`src/mrc_defs.vh`:
```
`ifndef MRC_DEFS_VH
`define MRC_DEFS_VH
// Register offsets (byte addresses on the register port)
`define MRC_REG_CTRL   4'h0
`define MRC_REG_PEAK   4'h4
`define MRC_REG_STAT   4'h8
// Control register field positions
`define MRC_CTRL_LOCK  0
`define MRC_CTRL_HOLD  1
`define MRC_CTRL_RLO   2
`define MRC_CTRL_RHI   3
`define MRC_CTRL_CLR   4
// Status register field positions
`define MRC_STAT_BUSY  0
`define MRC_STAT_OVF   1
`define MRC_STAT_PLO   4
`define MRC_STAT_PHI   5
// Reset values
`define MRC_RST_LOCK   1'b0
`define MRC_RST_HOLD   1'b0
`define MRC_RST_RANGE  2'h0
`define MRC_RST_MULT   8'h20
// Characters
`define MRC_CH_CR      8'h0D
`define MRC_CH_LF      8'h0A
`define MRC_CH_SP      8'h20
`define MRC_CH_ZERO    8'h30
`define MRC_CH_PLUS    8'h2B
`define MRC_CH_DOT     8'h2E
// Command names, right aligned in 48 bits
`define MRC_NM_LOCK    48'h0000_4C4F_434B
`define MRC_NM_LOCKQ   48'h004C_4F43_4B3F
`define MRC_NM_HOLD    48'h0000_004D_4158
`define MRC_NM_HOLDQ   48'h0000_4D41_583F
`define MRC_NM_CLR     48'h0000_4D41_5843
`define MRC_NM_VALQ    48'h004D_4158_523F
`define MRC_NM_MULQ    48'h4D41_5852_4D3F
`define MRC_NM_RANGE   48'h0052_414E_4745
`define MRC_NM_RANGEQ  48'h5241_4E47_453F
// Reply kinds
`define MRC_RK_DIGIT   2'h0
`define MRC_RK_VALUE   2'h1
`define MRC_RK_MULT    2'h2
`endif

```
`src/mrc_line_buf.v`:
```
`timescale 1ns/1ps
// Small line memory holding one received command line
module mrc_line_buf #(
  parameter DW = 8,                 // Character width
  parameter AW = 4                  // Address width
) (
  input  wire          core_clk_i,  // Core clock
  input  wire          wr_en_i,     // Write enable
  input  wire [AW-1:0] wr_addr_i,   // Write address
  input  wire [DW-1:0] wr_data_i,   // Write character
  input  wire [AW-1:0] rd_addr_i,   // Read address
  output reg  [DW-1:0] rd_data_o    // Registered read character
);
  reg [DW-1:0] mem [0:(1<<AW)-1];   // Storage, no reset needed

  // Write port and registered read port
  always @(posedge core_clk_i) begin
    if (wr_en_i) begin
      mem[wr_addr_i] <= wr_data_i;
    end
    rd_data_o <= mem[rd_addr_i];
  end
endmodule // mrc_line_buf

```
`src/mrc_cmd.v`:
```
`timescale 1ns/1ps
`include "mrc_defs.vh"
// Summary of operation
// RQ1 - Lock ignores keys except alarm key
// RQ2 - Lock query returns one digit, terminator
// RQ3 - Peak hold on/off by digit, queryable
// RQ4 - Peak clear zeroes, then captures again
// RQ5 - Peak query: plus, digits, ranged point
// RQ6 - Multiplier query returns one character
// RQ7 - Range code 0 highest to 3 lowest
// RQ8 - Four ranges, span set by probe
// RQ9 - Act only after complete terminated line
module mrc_cmd #(
  parameter AW = 4                       // Line buffer address width
) (
  input  wire        core_clk_i,         // Core clock, 125 MHz
  input  wire        nrst_i,             // Async reset, active low
  input  wire [7:0]  rx_data_i,          // Received character
  input  wire        rx_valid_i,         // Received character valid
  output wire        rx_ready_o,         // Ready for a character
  output reg  [7:0]  tx_data_o,          // Reply character
  output wire        tx_valid_o,         // Reply character valid
  input  wire        tx_ready_i,         // Host link takes reply character
  input  wire [7:0]  key_code_i,         // Front panel key code
  input  wire        key_valid_i,        // Front panel key press
  input  wire        key_alarm_i,        // Pressed key is the alarm key
  output reg  [7:0]  key_code_o,         // Key code passed to panel logic
  output reg         key_valid_o,        // Key press passed to panel logic
  input  wire [19:0] meas_bcd_i,         // Reading magnitude, five BCD digits
  input  wire [2:0]  meas_dp_i,          // Digits after point for range
  input  wire [7:0]  meas_mult_i,        // Multiplier character for range
  input  wire        meas_valid_i,       // New reading strobe
  input  wire [1:0]  probe_type_i,       // Attached probe type
  output reg  [3:0]  range_sel_o,        // Probe type and range code
  output reg         lock_o,             // Keypad lock state
  output reg         hold_o,             // Peak hold enable
  output reg  [19:0] peak_bcd_o,         // Held peak magnitude
  input  wire [3:0]  reg_addr_i,         // Register byte address
  input  wire [31:0] reg_wdata_i,        // Register write data
  input  wire        reg_wr_i,           // Register write strobe
  input  wire        reg_rd_i,           // Register read strobe
  output reg  [31:0] reg_rdata_o         // Register read data
);
  localparam [3:0] ST_IDLE = 4'b0001;   // Collect characters
  localparam [3:0] ST_LOAD = 4'b0010;   // Scan stored line
  localparam [3:0] ST_EXEC = 4'b0100;   // Decode and act
  localparam [3:0] ST_SEND = 4'b1000;   // Stream reply

  reg  [3:0]    state;                  // Controller state
  reg  [AW-1:0] wr_ptr;                 // Next write slot
  reg  [AW-1:0] len;                    // Stored line length
  reg           ovf;                    // Line overflowed, drop it
  reg  [AW-1:0] rd_ptr;                 // Scan address
  reg           ld_vld;                 // Read data valid this cycle
  wire [7:0]    ld_ch;                  // Character from line memory
  reg  [47:0]   name;                   // Command word, right aligned
  reg           seen_sp;                // Separator passed
  reg  [7:0]    arg;                    // Argument character
  reg  [1:0]    arg_cnt;                // Argument characters seen
  reg  [1:0]    range;                  // Selected range code
  reg  [2:0]    peak_dp;                // Point position of held peak
  reg  [7:0]    peak_mult;              // Multiplier of held peak
  reg           peak_clr;               // Peak clear request
  reg  [1:0]    rkind;                  // Reply kind
  reg  [7:0]    rdigit;                 // Single character reply
  reg  [3:0]    ridx;                   // Reply character index
  reg           ovf_seen;               // Sticky overflow, for status
  wire          is_term;                // Incoming terminator
  wire          arg_ok;                 // Exactly one argument character
  wire [3:0]    blen;                   // Reply body length
  wire          tx_fire;                // Reply character taken

  assign rx_ready_o = state[0];
  assign tx_valid_o = state[3];
  assign tx_fire    = tx_valid_o & tx_ready_i;
  assign is_term    = (rx_data_i == `MRC_CH_LF);
  assign arg_ok     = seen_sp & (arg_cnt == 2'd1);
  assign blen       = (rkind == `MRC_RK_VALUE) ? ((peak_dp == 3'd0) ? 4'd6 : 4'd7) : 4'd1;

  // One BCD digit as an ASCII character
  function [7:0] bcd_ch;
    input [3:0] d;
    begin
      bcd_ch = `MRC_CH_ZERO + {4'h0, d};
    end
  endfunction

  // Reply character at a given index, terminator appended after body
  function [7:0] reply_ch;
    input [3:0]  idx;
    input [1:0]  kind;
    input [3:0]  bl;
    input [7:0]  dig;
    input [19:0] val;
    input [2:0]  dp;
    input [7:0]  mul;
    reg   [2:0]  nint;
    reg   [2:0]  p;
    reg   [2:0]  j;
    begin
      nint = 3'd5 - dp;
      p    = idx[2:0] - 3'd1;
      j    = (dp != 3'd0 && p > nint) ? p - 3'd1 : p;
      if (idx == bl) begin
        reply_ch = `MRC_CH_CR;
      end else if (idx > bl) begin
        reply_ch = `MRC_CH_LF;
      end else if (kind == `MRC_RK_DIGIT) begin
        reply_ch = dig;
      end else if (kind == `MRC_RK_MULT) begin
        reply_ch = mul;                                          // see RQ6
      end else if (idx == 4'd0) begin
        reply_ch = `MRC_CH_PLUS;                                 // see RQ5
      end else if (dp != 3'd0 && p == nint) begin
        reply_ch = `MRC_CH_DOT;                                  // see RQ5
      end else begin
        case (j)
          3'd0:    reply_ch = bcd_ch(val[19:16]);
          3'd1:    reply_ch = bcd_ch(val[15:12]);
          3'd2:    reply_ch = bcd_ch(val[11:8]);
          3'd3:    reply_ch = bcd_ch(val[7:4]);
          default: reply_ch = bcd_ch(val[3:0]);
        endcase
      end
    end
  endfunction

  // Line memory; the whole line is kept until its terminator arrives
  mrc_line_buf #(
    .DW (8),
    .AW (AW)
  ) u_line (
    .core_clk_i (core_clk_i),
    .wr_en_i    (state[0] & rx_valid_i & ~is_term),
    .wr_addr_i  (wr_ptr),
    .wr_data_i  (rx_data_i),
    .rd_addr_i  (rd_ptr),
    .rd_data_o  (ld_ch)
  );

  // Command controller: collect, scan, decode, reply
  always @(posedge core_clk_i or negedge nrst_i) begin
    if (!nrst_i) begin
      state    <= ST_IDLE;
      wr_ptr   <= {AW{1'b0}};
      len      <= {AW{1'b0}};
      ovf      <= 1'b0;
      ovf_seen <= 1'b0;
      rd_ptr   <= {AW{1'b0}};
      ld_vld   <= 1'b0;
      name     <= 48'h0000_0000_0000;
      seen_sp  <= 1'b0;
      arg      <= 8'h00;
      arg_cnt  <= 2'h0;
      lock_o   <= `MRC_RST_LOCK;
      hold_o   <= `MRC_RST_HOLD;
      range    <= `MRC_RST_RANGE;
      peak_clr <= 1'b0;
      rkind    <= `MRC_RK_DIGIT;
      rdigit   <= 8'h00;
      ridx     <= 4'h0;
      tx_data_o <= 8'h00;
    end else begin
      peak_clr <= 1'b0;
      // Software control write; a remote command in the same cycle wins
      if (reg_wr_i && reg_addr_i == `MRC_REG_CTRL) begin
        lock_o   <= reg_wdata_i[`MRC_CTRL_LOCK];
        hold_o   <= reg_wdata_i[`MRC_CTRL_HOLD];
        range    <= reg_wdata_i[`MRC_CTRL_RHI:`MRC_CTRL_RLO];
        peak_clr <= reg_wdata_i[`MRC_CTRL_CLR];
      end
      case (state)
        ST_IDLE: begin
          if (rx_valid_i) begin
            if (is_term) begin
              // Nothing is acted on before the terminator
              len     <= wr_ptr;                                 // see RQ9
              ovf     <= 1'b0;
              wr_ptr  <= {AW{1'b0}};
              rd_ptr  <= {AW{1'b0}};
              ld_vld  <= 1'b0;
              name    <= 48'h0000_0000_0000;
              seen_sp <= 1'b0;
              arg_cnt <= 2'h0;
              state   <= ovf ? ST_IDLE : ST_LOAD;                // see RQ9
            end else if (rx_data_i == `MRC_CH_CR) begin
              wr_ptr <= wr_ptr;                                  // Carriage return dropped
            end else if (wr_ptr == {AW{1'b1}}) begin
              ovf      <= 1'b1;                                  // Too long, whole line discarded
              ovf_seen <= 1'b1;
            end else begin
              wr_ptr <= wr_ptr + {{(AW-1){1'b0}}, 1'b1};
            end
          end
        end
        ST_LOAD: begin
          // Read address leads data by one cycle
          ld_vld <= (rd_ptr != len);
          if (rd_ptr != len) begin
            rd_ptr <= rd_ptr + {{(AW-1){1'b0}}, 1'b1};
          end
          if (ld_vld) begin
            if (ld_ch == `MRC_CH_SP) begin
              seen_sp <= 1'b1;
            end else if (!seen_sp) begin
              name <= {name[39:0], ld_ch};
            end else begin
              arg     <= ld_ch;
              arg_cnt <= (arg_cnt == 2'h3) ? arg_cnt : arg_cnt + 2'h1;
            end
          end
          if (rd_ptr == len && !ld_vld) begin
            state <= ST_EXEC;
          end
        end
        ST_EXEC: begin
          state <= ST_IDLE;
          ridx  <= 4'h0;
          case (name)
            `MRC_NM_LOCK: begin
              if (arg_ok && (arg == "0" || arg == "1")) begin
                lock_o <= arg[0];                                // see RQ1
              end
            end
            `MRC_NM_HOLD: begin
              if (arg_ok && (arg == "0" || arg == "1")) begin
                hold_o <= arg[0];                                // see RQ3
              end
            end
            `MRC_NM_CLR: begin
              peak_clr <= ~seen_sp;                              // see RQ4
            end
            `MRC_NM_RANGE: begin
              if (arg_ok && arg >= "0" && arg <= "3") begin
                range <= arg[1:0];                               // see RQ7
              end
            end
            `MRC_NM_LOCKQ: begin
              rkind     <= `MRC_RK_DIGIT;
              rdigit    <= `MRC_CH_ZERO + {7'h00, lock_o};       // see RQ2
              tx_data_o <= `MRC_CH_ZERO + {7'h00, lock_o};
              state     <= ST_SEND;
            end
            `MRC_NM_HOLDQ: begin
              rkind     <= `MRC_RK_DIGIT;
              rdigit    <= `MRC_CH_ZERO + {7'h00, hold_o};       // see RQ3
              tx_data_o <= `MRC_CH_ZERO + {7'h00, hold_o};
              state     <= ST_SEND;
            end
            `MRC_NM_RANGEQ: begin
              rkind     <= `MRC_RK_DIGIT;
              rdigit    <= `MRC_CH_ZERO + {6'h00, range};        // see RQ7
              tx_data_o <= `MRC_CH_ZERO + {6'h00, range};
              state     <= ST_SEND;
            end
            `MRC_NM_VALQ: begin
              rkind     <= `MRC_RK_VALUE;
              tx_data_o <= `MRC_CH_PLUS;                         // see RQ5
              state     <= ST_SEND;
            end
            `MRC_NM_MULQ: begin
              rkind     <= `MRC_RK_MULT;
              tx_data_o <= peak_mult;                            // see RQ6
              state     <= ST_SEND;
            end
            default: begin
              state <= ST_IDLE;                                  // Unknown line ignored
            end
          endcase
        end
        ST_SEND: begin
          // Reply snapshot of the peak may move if a reading lands mid-reply
          if (tx_fire) begin
            ridx      <= ridx + 4'h1;
            tx_data_o <= reply_ch(ridx + 4'h1, rkind, blen, rdigit, peak_bcd_o, peak_dp, peak_mult);
            if (ridx == blen + 4'h1) begin
              state <= ST_IDLE;                                  // see RQ2
            end
          end
        end
        default: begin
          state <= ST_IDLE;
        end
      endcase
    end
  end

  // Peak capture; BCD magnitudes order the same as binary
  always @(posedge core_clk_i or negedge nrst_i) begin
    if (!nrst_i) begin
      peak_bcd_o <= 20'h0_0000;
      peak_dp    <= 3'h0;
      peak_mult  <= `MRC_RST_MULT;
    end else if (peak_clr) begin
      peak_bcd_o <= 20'h0_0000;                                  // see RQ4
      peak_dp    <= meas_dp_i;
      peak_mult  <= meas_mult_i;
    end else if (hold_o && meas_valid_i && meas_bcd_i > peak_bcd_o) begin
      peak_bcd_o <= meas_bcd_i;                                  // see RQ3
      peak_dp    <= meas_dp_i;                                   // see RQ5
      peak_mult  <= meas_mult_i;                                 // see RQ6
    end
  end

  // Keypad gate; alarm key passes even when locked
  always @(posedge core_clk_i or negedge nrst_i) begin
    if (!nrst_i) begin
      key_code_o  <= 8'h00;
      key_valid_o <= 1'b0;
    end else begin
      key_code_o  <= key_code_i;
      key_valid_o <= key_valid_i & (~lock_o | key_alarm_i);      // see RQ1
    end
  end

  // Range output; span of each code is resolved by probe type downstream
  always @(posedge core_clk_i or negedge nrst_i) begin
    if (!nrst_i) begin
      range_sel_o <= 4'h0;
    end else begin
      range_sel_o <= {probe_type_i, range};                      // see RQ8
    end
  end

  // Register read port, data one cycle after the strobe
  always @(posedge core_clk_i or negedge nrst_i) begin
    if (!nrst_i) begin
      reg_rdata_o <= 32'h0000_0000;
    end else if (reg_rd_i) begin
      case (reg_addr_i)
        `MRC_REG_CTRL: reg_rdata_o <= {28'h000_0000, range, hold_o, lock_o};
        `MRC_REG_PEAK: reg_rdata_o <= {1'b0, peak_dp, peak_mult, peak_bcd_o};
        `MRC_REG_STAT: reg_rdata_o <= {26'h000_0000, probe_type_i, 2'h0, ovf_seen, ~state[0]};
        default:       reg_rdata_o <= 32'h0000_0000;            // Unmapped reads zero
      endcase
    end else begin
      reg_rdata_o <= 32'h0000_0000;
    end
  end
endmodule // mrc_cmd

```
`config.mk`:
```
export PLATFORM = sky130hd
export DESIGN_NAME = mrc_cmd
export DESIGN_NICKNAME = d
export VERILOG_FILES = /design/src/mrc_line_buf.v /design/src/mrc_cmd.v
export VERILOG_INCLUDE_DIRS = /design/src
export SDC_FILE = /design/constraint.sdc
export NUM_CORES = 1
export LEC_CHECK = 0
export BUFFER_PORTS_ARGS = -buffer_cell sky130_fd_sc_hd__buf_2
export CAP_MARGIN = 5
export CELL_PAD_IN_SITES_DETAIL_PLACEMENT = 2
export CELL_PAD_IN_SITES_GLOBAL_PLACEMENT = 2
export CORE_AREA = 2 2 190 192
export CTS_CLUSTER_DIAMETER = 120
export CTS_CLUSTER_SIZE = 20
export DETAILED_ROUTE_END_ITERATION = 10
export DIE_AREA = 0 0 192 194
export PLACE_DENSITY = 0.83
export SLEW_MARGIN = 20
export SYNTH_ARGS = -nofsm -noshare
export SYNTH_HDL_FRONTEND = slang
export SYNTH_HIERARCHICAL = 1
export SYNTH_SLANG_ARGS = --single-unit
export TNS_END_PERCENT = 50
```
`constraint.sdc`:
```
create_clock -name core_clk_i -period 6.4 [get_ports core_clk_i]
set_clock_uncertainty 0.15 [all_clocks]
set_input_delay 0.32 -clock core_clk_i [delete_from_list [all_inputs] [get_ports core_clk_i]]
set_output_delay 0.32 -clock core_clk_i [all_outputs]
set_load 0.01 [all_outputs]
```
==> run_results.csv, run 1 <==
group,metric,value,unit
timing,worst_slew_pin_slew,1.039,ns
pwr,vdd_drop_max,0.1999,mV
placed_design,io_buffers,142,
min_path,hold_class,"in2reg",
routing,drt-initial-drc-count,644,
final_layout,layout-drive-gt1-share,18.69,%
die,start_util,39.62,%
global_routing,first_global_vias,11230,
synth,yosysWarnings,6,
synth,synthCells,1140,
synth,synth_common_cells,"dfrtp_1 (173), nand2_1 (160), edfxtp_1 (128), nor2_1 (85), nand3_1 (75)",
clock_tree,clk_pin_slew,0.09,ns
clock_tree,clockBufferDepth,3,
clock_tree,ctsResizeCount,0,
timing,period_needed,4.627,ns
synth,syn_avg_cell_area,12.24,um^2
synth,async_flop_share,56.27,%
timing,finalCritPeriodShare,72.30,%
worst_setup_path,path_buf_inv,1,
timing,finalMaxSlewViolations,0,
worst_setup_path,crit_path_frequent_cell,"a21oi_1",
clock_tree,cts_tree,"built",
synth,ys_ff_latch,311,
worst_setup_path,worstPathArrival,4.89,ns
clock_tree,clock_latency,0.52,ns
placed_design,gp_congestion,0.8736,
routing,wl_met3,1377,um
synth,synthTopCellsByArea,"dfrtp_1 (31%), edfxtp_1 (28%), nand2_1 (4.3%), mux4_2 (3.2%), ha_1 (2.9%)",
die,dieWidth,192,um
die,coreArea,35220,um^2
worst_setup_path,cp_max_fo,19,
pwr,power.density,364.3,nW/um^2
clock_tree,htree_levels,1,
routing,ant_nets,0,
routing,via_count,10020,
synth,synth_fp_nets,1266,
worst_setup_path,path_class,"reg2reg",
routing,routed_wl,42700,um
worst_setup_path,worst_ep_required_time,6.67,ns
clock_tree,root_buffer,"clkbuf_16",
outcome,status,"finished clean",
worst_setup_path,start_kind,"flip-flop",
worst_setup_path,crit_path_max_incr_delay,0.82,ns
synth,synth_top_area_share,31.02,%
synth,synth_top_cell_by_area,"dfrtp_1",
synth,synth-main-ff-cell,"dfrtp_1",
synth,syn-cell-area,13950,um^2
global_routing,grt_pass1_wl,66310,um
global_routing,grt_overflow_total,0,
worst_setup_path,rr_worst_depth,12,
timing,rsz0062_at_grt,"false",
final_layout,nets,1440,
timing,tns,0,ns
global_routing,grt_use_total,23.00,%
die,ios,171,
flow_run,max_cap_violations,0,
worst_setup_path,cp_top_family,"compound AO/OA/AOI/OAI gates",
routing,via_per_inst,5.599,
min_path,hold_depth,3,
worst_setup_path,cp.depth,12,
synth,synth-seq-area-share,60.09,%
pwr,p_total,5.874,mW
pwr,leakage,6.696,nW
routing,drt-met1-wl,18100,um
timing,setup_violations,0,
routing,drc_errors,0,
clock_tree,numCtsBuffers,19,
worst_setup_path,crit_chain,"inv_1, ha_1, xor2_1, ha_1, nand3b_1, a21oi_1, a21oi_1, nand3_1, nand3_1, a2111oi_0, a21oi_1, o31a_1",
synth,synth.distinct_cells,75,
die,rows,69,
final_layout,fill_cells,3552,
routing,dr.max_layer_used,"met5",
die,die_y,194,um
clock_tree,clock-sinks,311,
timing,fmax,216.1,MHz
worst_setup_path,cp_slowest_cell,"dfrtp_1",
timing,relSlewSlack,30.45,%
die,die_area,37250,um^2
placed_design,hpwlAfterDp,28890,um
synth,synth_edf_count,128,
global_routing,grt_max_degree,68,
routing,wire_per_inst,23.87,um
routing,wl_met2,22470,um
synth,yosysMostFrequentCell,"dfrtp_1",
global_routing,antenna_found_initial,2,
final_layout,syn2layout_area_growth,15.54,%
routing,drt_pre_antenna_iters,5,
worst_setup_path,endpoint_kind,"flip-flop",
timing,final_hold_viol_count,0,
==> cell usage in the layout (no fill, tap or decap), types with 12 or more instances in the layout <==
| cell type | n |
|---|---|
| nor4_1 | 15 |
| dlygate4sd3_1 | 44 |
| mux4_1 | 14 |
| xor2_1 | 12 |
| nor2_1 | 84 |
| nand3_1 | 74 |
| a21oi_1 | 30 |
| mux2_2 | 30 |
| buf_4 | 14 |
| nand2_1 | 160 |
| edfxtp_1 | 128 |
| mux2i_1 | 27 |
| ha_1 | 32 |
| mux4_2 | 20 |
| clkbuf_16 | 19 |
| o21ai_0 | 29 |
| dfrtp_1 | 171 |
| inv_1 | 36 |
| clkbuf_1 | 13 |
| nor3_1 | 19 |
| nand2b_1 | 14 |
| buf_2 | 141 |
| a22oi_1 | 20 |
| and2_1 | 27 |
==> worst paths after layout <==
check / to / startpoint / slack, ns
worst min register to register: rdigit[4]$_DFFE_PN0P_ / rdigit[4]$_DFFE_PN0P_ / 0.32
worst max-delay path: tx_data_o[1]$_DFFE_PN0P_ / ridx[0]$_DFFE_PN0P_ / 1.77
min in group asynchronous: reg_rdata_o[15]$_DFF_PN0_ / nrst_i / 0.19
worst min-delay path: peak_clr$_DFF_PN0_ / reg_wdata_i[4] / 0.03
worst max register to register: tx_data_o[1]$_DFFE_PN0P_ / ridx[0]$_DFFE_PN0P_ / 1.77
max in group asynchronous: rd_ptr[1]$_DFFE_PN0P_ / nrst_i / 4.70
==> per-layer routing <==
metal,GRT usage [%],vias up
met3,2.606,48
met1,29.07,5270
li1,-,4500
met2,42.39,197
met4,4.411,2
met5,0,-
==> state kept, by name, summed over array words and instances (netlist names), 3 cells and up <==
| name | cells |
|---|---|
| range_sel_o | 4 |
| arg | 8 |
| peak_bcd_o | 20 |
| reg_rdata_o | 31 |
| name | 48 |
| peak_mult | 8 |
| wr_ptr | 4 |
| tx_data_o | 8 |
| u_line/rd_data_o | 8 |
| peak_dp | 3 |
| rd_ptr | 4 |
| len | 4 |
| state | 4 |
| key_code_o | 8 |
| rdigit | 3 |
| ridx | 4 |
| u_line/mem | 128 |
==> layout make-up <==
| cell class | count | area, um^2 | area share, % |
|---|---|---|---|
| Clock buffer | 32 | 524.3 | 3.252 |
| Inverter | 36 | 135.1 | 0.8381 |
| Antenna cell | 1 | 2.502 | 0.01552 |
| Timing Repair Buffer | 200 | 1265 | 7.846 |
| Sequential cell | 311 | 8388 | 52.03 |
| Tap cell | 461 | 576.8 | 3.578 |
| Multi-Input combinational cell | 746 | 5214 | 32.34 |
| Clock inverter | 2 | 17.52 | 0.1086 |
==> power breakdown <==
part           leakage, nW  switching, mW  internal, mW
logic                 3.15          0.903         0.736
clock network        0.259          0.675         0.568
registers             3.29          0.524          2.47
==> kinds of logic after synthesis <==
logic type                 count (synthesis)  share of synthesized area [%]
AOI/OAI and AO/OA                        127                          6.025
buffers and inverters                     83                          2.663
xor gates and xnor gates                  16                          1.004
DFF                                      311                          60.09
and+or+nand+nor                          479                          17.10
muxes                                     91                          10.22
adders and majority gates                 32                          2.869
other                                      1                        0.02687
==> through the flow <==
step                hold slack (ns)  cell area [um^2]  worst slack (ns)  std cells  utilization [%]
global route                0.02394             16120             1.516       1788            45.77
CTS                        0.002963             16120             1.881       1788            45.77
global placement             0.1997             15140             2.083       1710            42.98
floorplan                   -0.1256             13950             2.774       1140                -
finish                      0.02836             16120             1.773       1789            45.77
detailed placement           0.2004             15140             1.935       1710            42.98
==> tightest hold or removal path, cell delays in order <==
cell and delay [ns]:
buf_2 0.11, nand3_1 0.07, o21ai_0 0.14
==> timing repair <==
item | in CTS | in global routing
hold buffers | 44 | 0
buffers inserted | 0 | 0
hold endpoints to repair | 109 | 0
Power figures use the tool's default switching activity.
==> inputs of run 2 (changes only) <==
- CORE_AREA: 2 2 190 192 -> 2 2 193 195
- DIE_AREA: 0 0 192 194 -> 0 0 195 197
- PLACE_DENSITY: 0.83 -> 0.81
- clock period: 6.4 -> 4.45 ns (I/O delays scaled with it)
==> run_results.csv, run 2 (same netlist as run 1, synthesis figures left out) <==
group,metric,value,unit
routing,drc_errors,0,
final_layout,fill_cells,3615,
placed_design,placed_cells,1721,
routing,via_per_inst,5.581,
final_layout,nets,1462,
global_routing,antenna_found_initial,1,
final_layout,ff_latch_area,8387,um^2
global_routing,grt_max_degree,92,
global_routing,first_global_vias,11220,
final_layout,stdcell_count,1818,
placed_design,io_buffers,142,
final_layout,final_common_cell,"dfrtp_1",
final_layout,syn2layout_area_growth,17.28,%
clock_tree,cts_tree,"built",
die,die_area,38420,um^2
final_layout,multiInputGateArea,5225,um^2
clock_tree,cts_setup_buffers,0,
clock_tree,ctsResizeCount,0,
outcome,status,"finished clean",
final_layout,layout_common_cells,"dfrtp_1 (172), nand2_1 (160), buf_2 (141)",
timing,fmax,263.6,MHz
die,start_util,38.49,%
worst_setup_path,r2r-end,"tx_data_o[1]$_DFFE_PN0P_",
timing,relSlewSlack,28.80,%
die,die_y,197,um
worst_setup_path,worst_ep_required_time,4.72,ns
pwr,p_comb_share,27.9,%
pwr,p_total,8.482,mW
timing,period_needed,3.794,ns
pwr,clockPowerShare,21.3,%
worst_setup_path,worstPathArrival,4.07,ns
timing,rsz0062_at_grt,"false",
clock_tree,numCtsBuffers,19,
routing,drt_pre_antenna_iters,5,
worst_setup_path,cp_slowest_cell,"a21oi_1",
flow_run,max_cap_violations,0,
worst_setup_path,crit_path_max_incr_delay,0.48,ns
routing,via_count,10150,
clock_tree,clock-sinks,311,
pwr,leakage,6.808,nW
timing,finalMaxSlewViolations,0,
timing,final_hold_viol_count,0,
global_routing,grt_overflow_total,0,
pwr,power_switching,3.048,mW
timing,setup_violations,0,
routing,drt-initial-drc-count,569,
worst_setup_path,start_kind,"flip-flop",
pwr,internal-power,5.434,mW
placed_design,post_dp_cell_area,15200,um^2
clock_tree,root_buffer,"clkbuf_16",
final_layout,layout-drive-gt1-share,18.69,%
timing,tns,0,ns
routing,routed_wl,42710,um
die,dieWidth,195,um
worst_setup_path,rr_worst_depth,13,
global_routing,grt_use_total,22.56,%
clock_tree,clockBufferDepth,3,
worst_setup_path,reg2reg_setup_slack,0.66,ns
pwr,vdd_drop_max,0.3364,mV
worst_setup_path,cp_max_fo,14,
die,coreArea,36260,um^2
pwr,power.density,518.3,nW/um^2
worst_setup_path,crit_path_end,"tx_data_o[1]$_DFFE_PN0P_",
timing,finalCritPeriodShare,85.25,%
timing,worst_slew_pin_slew,1.064,ns
min_path,hold_class,"in2reg",
final_layout,final_area,16370,um^2
pwr,p_sw_share,35.93,%
worst_setup_path,critPathLaunch,"ridx[0]$_DFFE_PN0P_",
global_routing,grt_pass1_wl,67340,um
worst_setup_path,crit_path_frequent_cell,"a21oi_1",
routing,ant_nets,0,
final_layout,reg.largest.list,"u_line/mem x128, name x48, reg_rdata_o x31",
placed_design,gp_congestion,0.8556,
clock_tree,postCtsHoldBufs,62,
clock_tree,clock_latency,0.53,ns
worst_setup_path,crit_chain,"inv_1, ha_1, buf_4, xor2_1, ha_1, nand3b_1, a21oi_1, a21oi_1, nand3_1, nand3_1, a2111oi_0, a21oi_1, o31a_1",
die,ios,171,
placed_design,hpwlAfterDp,28650,um
worst_setup_path,r2r_start,"ridx[0]$_DFFE_PN0P_",
final_layout,largest_reg_flops,128,
clock_tree,clk_pin_slew,0.09,ns
final_layout,regMostFlops,"u_line/mem",
worst_setup_path,path_class,"reg2reg",
routing,wire_per_inst,23.49,um
min_path,hold_depth,3,
die,rows,70,
pwr,seq_power_share,50.9,%
clock_tree,htree_levels,1,
worst_setup_path,endpoint_kind,"flip-flop",
## run 2: power by group through the flow
stage               Sequential (mW)  Combinational, mW  Clock [mW]
floorplan                      4.05               1.60           0
global placement               4.31               2.14           0
detailed placement             4.36               2.29           0
CTS                            4.30               2.36        1.85
global route                   4.40               2.62        1.94
finish                         4.31               2.36        1.80
## run 2: worst min path at each step
stage | start | slack, ns | endpoint
finish | reg_rd_i | 0.14 | reg_rdata_o[1]$_DFF_PN0_
detailed placement | key_code_i[4] | 0.18 | key_code_o[4]$_DFF_PN0_
floorplan | nrst_i | -0.22 | arg[0]$_DFFE_PN0P_
CTS | reg_rd_i | 0.09 | reg_rdata_o[2]$_DFF_PN0_
global route | reg_rd_i | 0.17 | reg_rdata_o[2]$_DFF_PN0_
global placement | key_code_i[2] | 0.18 | key_code_o[2]$_DFF_PN0_
## run 2: area by class of cell
| class | instances | share of cell area (%) |
|---|---|---|
| multi-input combinational | 746 | 31.93 |
| clock inverter | 2 | 0.1223 |
| clock buffer | 31 | 3.180 |
| inverter | 36 | 0.8257 |
| timing repair buffer | 222 | 9.090 |
| tap | 468 | 3.578 |
| antenna | 2 | 0.03058 |
| sequential | 311 | 51.25 |
## run 2: per-stage QoR
step | utilization, % | worst slack, ns | hold WS [ns]
2_1_floorplan | - | 0.8240 | -0.2231
3_3_place_gp | 41.90 | 0.8829 | 0.1809
3_5_place_dp | 41.92 | 0.7576 | 0.1822
4_1_cts | 45.12 | 0.7366 | 0.09481
5_1_grt | 45.13 | 0.3472 | 0.1686
6_report | 45.13 | 0.6563 | 0.1433
## run 2: routing by layer
metal / GRT usage [%] / vias up / wire (um)
met1: 28.59 / 5316 / 18130
met3: 2.207 / 55 / 1312
met5: 0 / - / 0
met4: 5.796 / 0 / 1010
met2: 41.40 / 227 / 22250
li1: - / 4549 / -
## run 2: critical path: cells and delay by family, from the launching register on
kind | cells | cell delay (ns)
DFF | 1 | 0.39
and+or+nand+nor | 3 | 0.35
AOI/OAI and AO/OA | 5 | 1.58
buffers and inverters | 2 | 0.44
adders and majority gates | 2 | 0.61
xor gates and xnor gates | 1 | 0.17
==> inputs of run 3 (changes only) <==
- CORE_AREA: 2 2 193 195 -> 2 2 190 192
- DIE_AREA: 0 0 195 197 -> 0 0 192 194
- PLACE_DENSITY: 0.81 -> 0.83
- clock period: 4.45 -> 4.9 ns (I/O delays scaled with it)
==> run_results.csv, run 3 (same netlist as run 1, synthesis figures left out) <==
group,metric,value,unit
timing,tns,0,ns
placed_design,gp_congestion,0.8578,
die,ios,171,
pwr,p_total,7.703,mW
worst_setup_path,worst_ep_required_time,5.18,ns
timing,setup_violations,0,
clock_tree,cts_tree,"built",
routing,drc_errors,0,
routing,dr.max_layer_used,"met4",
final_layout,utilization,46.31,%
routing,via_count,9988,
final_layout,stdcell_count,1806,
timing,fmax,262.5,MHz
clock_tree,postCtsHoldBufs,60,
worst_setup_path,endpoint_kind,"flip-flop",
routing,via_per_inst,5.530,
timing,relSlewSlack,28.24,%
pwr,leakage,6.776,nW
routing,ant_nets,0,
timing,finalCritPeriodShare,77.75,%
timing,period_needed,3.810,ns
timing,rsz0062_at_grt,"false",
final_layout,final_common_cell,"dfrtp_1",
placed_design,placed_cells,1711,
global_routing,first_global_vias,11280,
clock_tree,clock-sinks,311,
placed_design,io_buffers,142,
routing,routed_wl,43060,um
final_layout,multiInputGateArea,5220,um^2
pwr,vdd_drop_max,0.3590,mV
pwr,power.density,472.3,nW/um^2
clock_tree,clockBufferDepth,3,
routing,wl_met3,1427,um
final_layout,fill_cells,3482,
clock_tree,clk_pin_slew,0.09,ns
final_layout,nets,1457,
final_layout,layout-drive-gt1-share,18.60,%
worst_setup_path,worstPathArrival,4.09,ns
final_layout,largest_reg_flops,128,
die,die_area,37250,um^2
clock_tree,cts_setup_buffers,0,
clock_tree,htree_levels,1,
global_routing,grt_use_total,23.48,%
clock_tree,clock_latency,0.53,ns
global_routing,grt_max_degree,117,
routing,wl_met2,22690,um
timing,worst_slew_pin_slew,1.072,ns
die,rows,69,
global_routing,antenna_found_initial,1,
clock_tree,ctsResizeCount,0,
routing,wire_per_inst,23.84,um
die,coreArea,35220,um^2
die,start_util,39.62,%
routing,drt-met1-wl,17950,um
routing,drt_pre_antenna_iters,5,
worst_setup_path,cp_max_fo,14,
min_path,hold_class,"in2reg",
clock_tree,numCtsBuffers,19,
timing,finalMaxSlewViolations,0,
clock_tree,root_buffer,"clkbuf_16",
global_routing,grt_overflow_total,0,
die,die_y,194,um
final_layout,syn2layout_area_growth,16.89,%
final_layout,layout_common_cells,"dfrtp_1 (171), nand2_1 (160), buf_2 (141)",
placed_design,hpwlAfterDp,28660,um
die,dieWidth,192,um
global_routing,grt_pass1_wl,67360,um
final_layout,regMostFlops,"u_line/mem",
outcome,status,"finished clean",
timing,final_hold_viol_count,0,
routing,drt-initial-drc-count,639,
final_layout,ff_latch_area,8388,um^2
worst_setup_path,path_class,"reg2reg",
flow_run,max_cap_violations,0,
worst_setup_path,start_kind,"flip-flop",
final_layout,reg.largest.list,"u_line/mem x128, name x48, reg_rdata_o x31",
run 3: cell types whose count changed in the layout (fill, tap and decap cells not counted), sizes merged:
cell,before,now
diode,2,1
clkbuf,32,33
dlygate4sd3,62,60
buf,159,156
run 3: critical path, stage by stage, from the launching register on:
cell and delay [ns]:
dfrtp_1 0.39, inv_1 0.23, ha_1 0.29, buf_4 0.20
xor2_1 0.17, ha_1 0.31, nand3b_1 0.09, a21oi_1 0.51
a21oi_1 0.28, nand3_1 0.15, nand3_1 0.08, a2111oi_0 0.40
a21oi_1 0.16, o31a_1 0.29
run 3: final timing paths:
check	startpoint	end	slack, ns	cells past startpoint
min in group asynchronous	nrst_i	reg_rdata_o[12]$_DFF_PN0_	0.10	2
setup / recovery	ridx[0]$_DFFE_PN0P_	tx_data_o[1]$_DFFE_PN0P_	1.09	13
max in group asynchronous	nrst_i	name[22]$_DFFE_PN0P_	3.45	3
hold reg to reg	u_line/rd_data_o[3]$_DFF_P_	name[3]$_DFFE_PN0P_	0.31	2
setup reg to reg	ridx[0]$_DFFE_PN0P_	tx_data_o[1]$_DFFE_PN0P_	1.09	13
hold / removal	reg_addr_i[2]	reg_rdata_o[2]$_DFF_PN0_	0.06	3
run 3: metrics by stage:
stage	hold slack (ns)	setup slack, ns	area, um^2
5_1_grt	0.07061	0.8232	16310
4_1_cts	0.04311	1.093	16300
2_1_floorplan	-0.2006	1.274	13950
3_3_place_gp	0.1052	1.256	15160
6_report	0.05762	1.090	16310
3_5_place_dp	0.1080	1.141	15160
run 3: where the power goes:
group	internal, mW	total [mW]	switching (mW)
registers	3.22	3.97	0.744
logic	0.970	2.10	1.13
clock network	0.744	1.63	0.890
run 3: routing by layer:
layer  global-route usage (%)  vias to the layer above
li1                         -                     4529
met1                    29.64                     5199
met2                    42.91                      208
met3                    2.606                       52
met4                    5.485                        0
met5                        0                        -
run 3: final cells by class:
cell class | count | area share (%)
Antenna cell | 1 | 0.01534
Clock inverter | 2 | 0.1227
Timing Repair Buffer | 217 | 8.859
Tap cell | 461 | 3.536
Multi-Input combinational cell | 746 | 32.00
Inverter | 36 | 0.8284
Sequential cell | 311 | 51.42
Clock buffer | 32 | 3.214
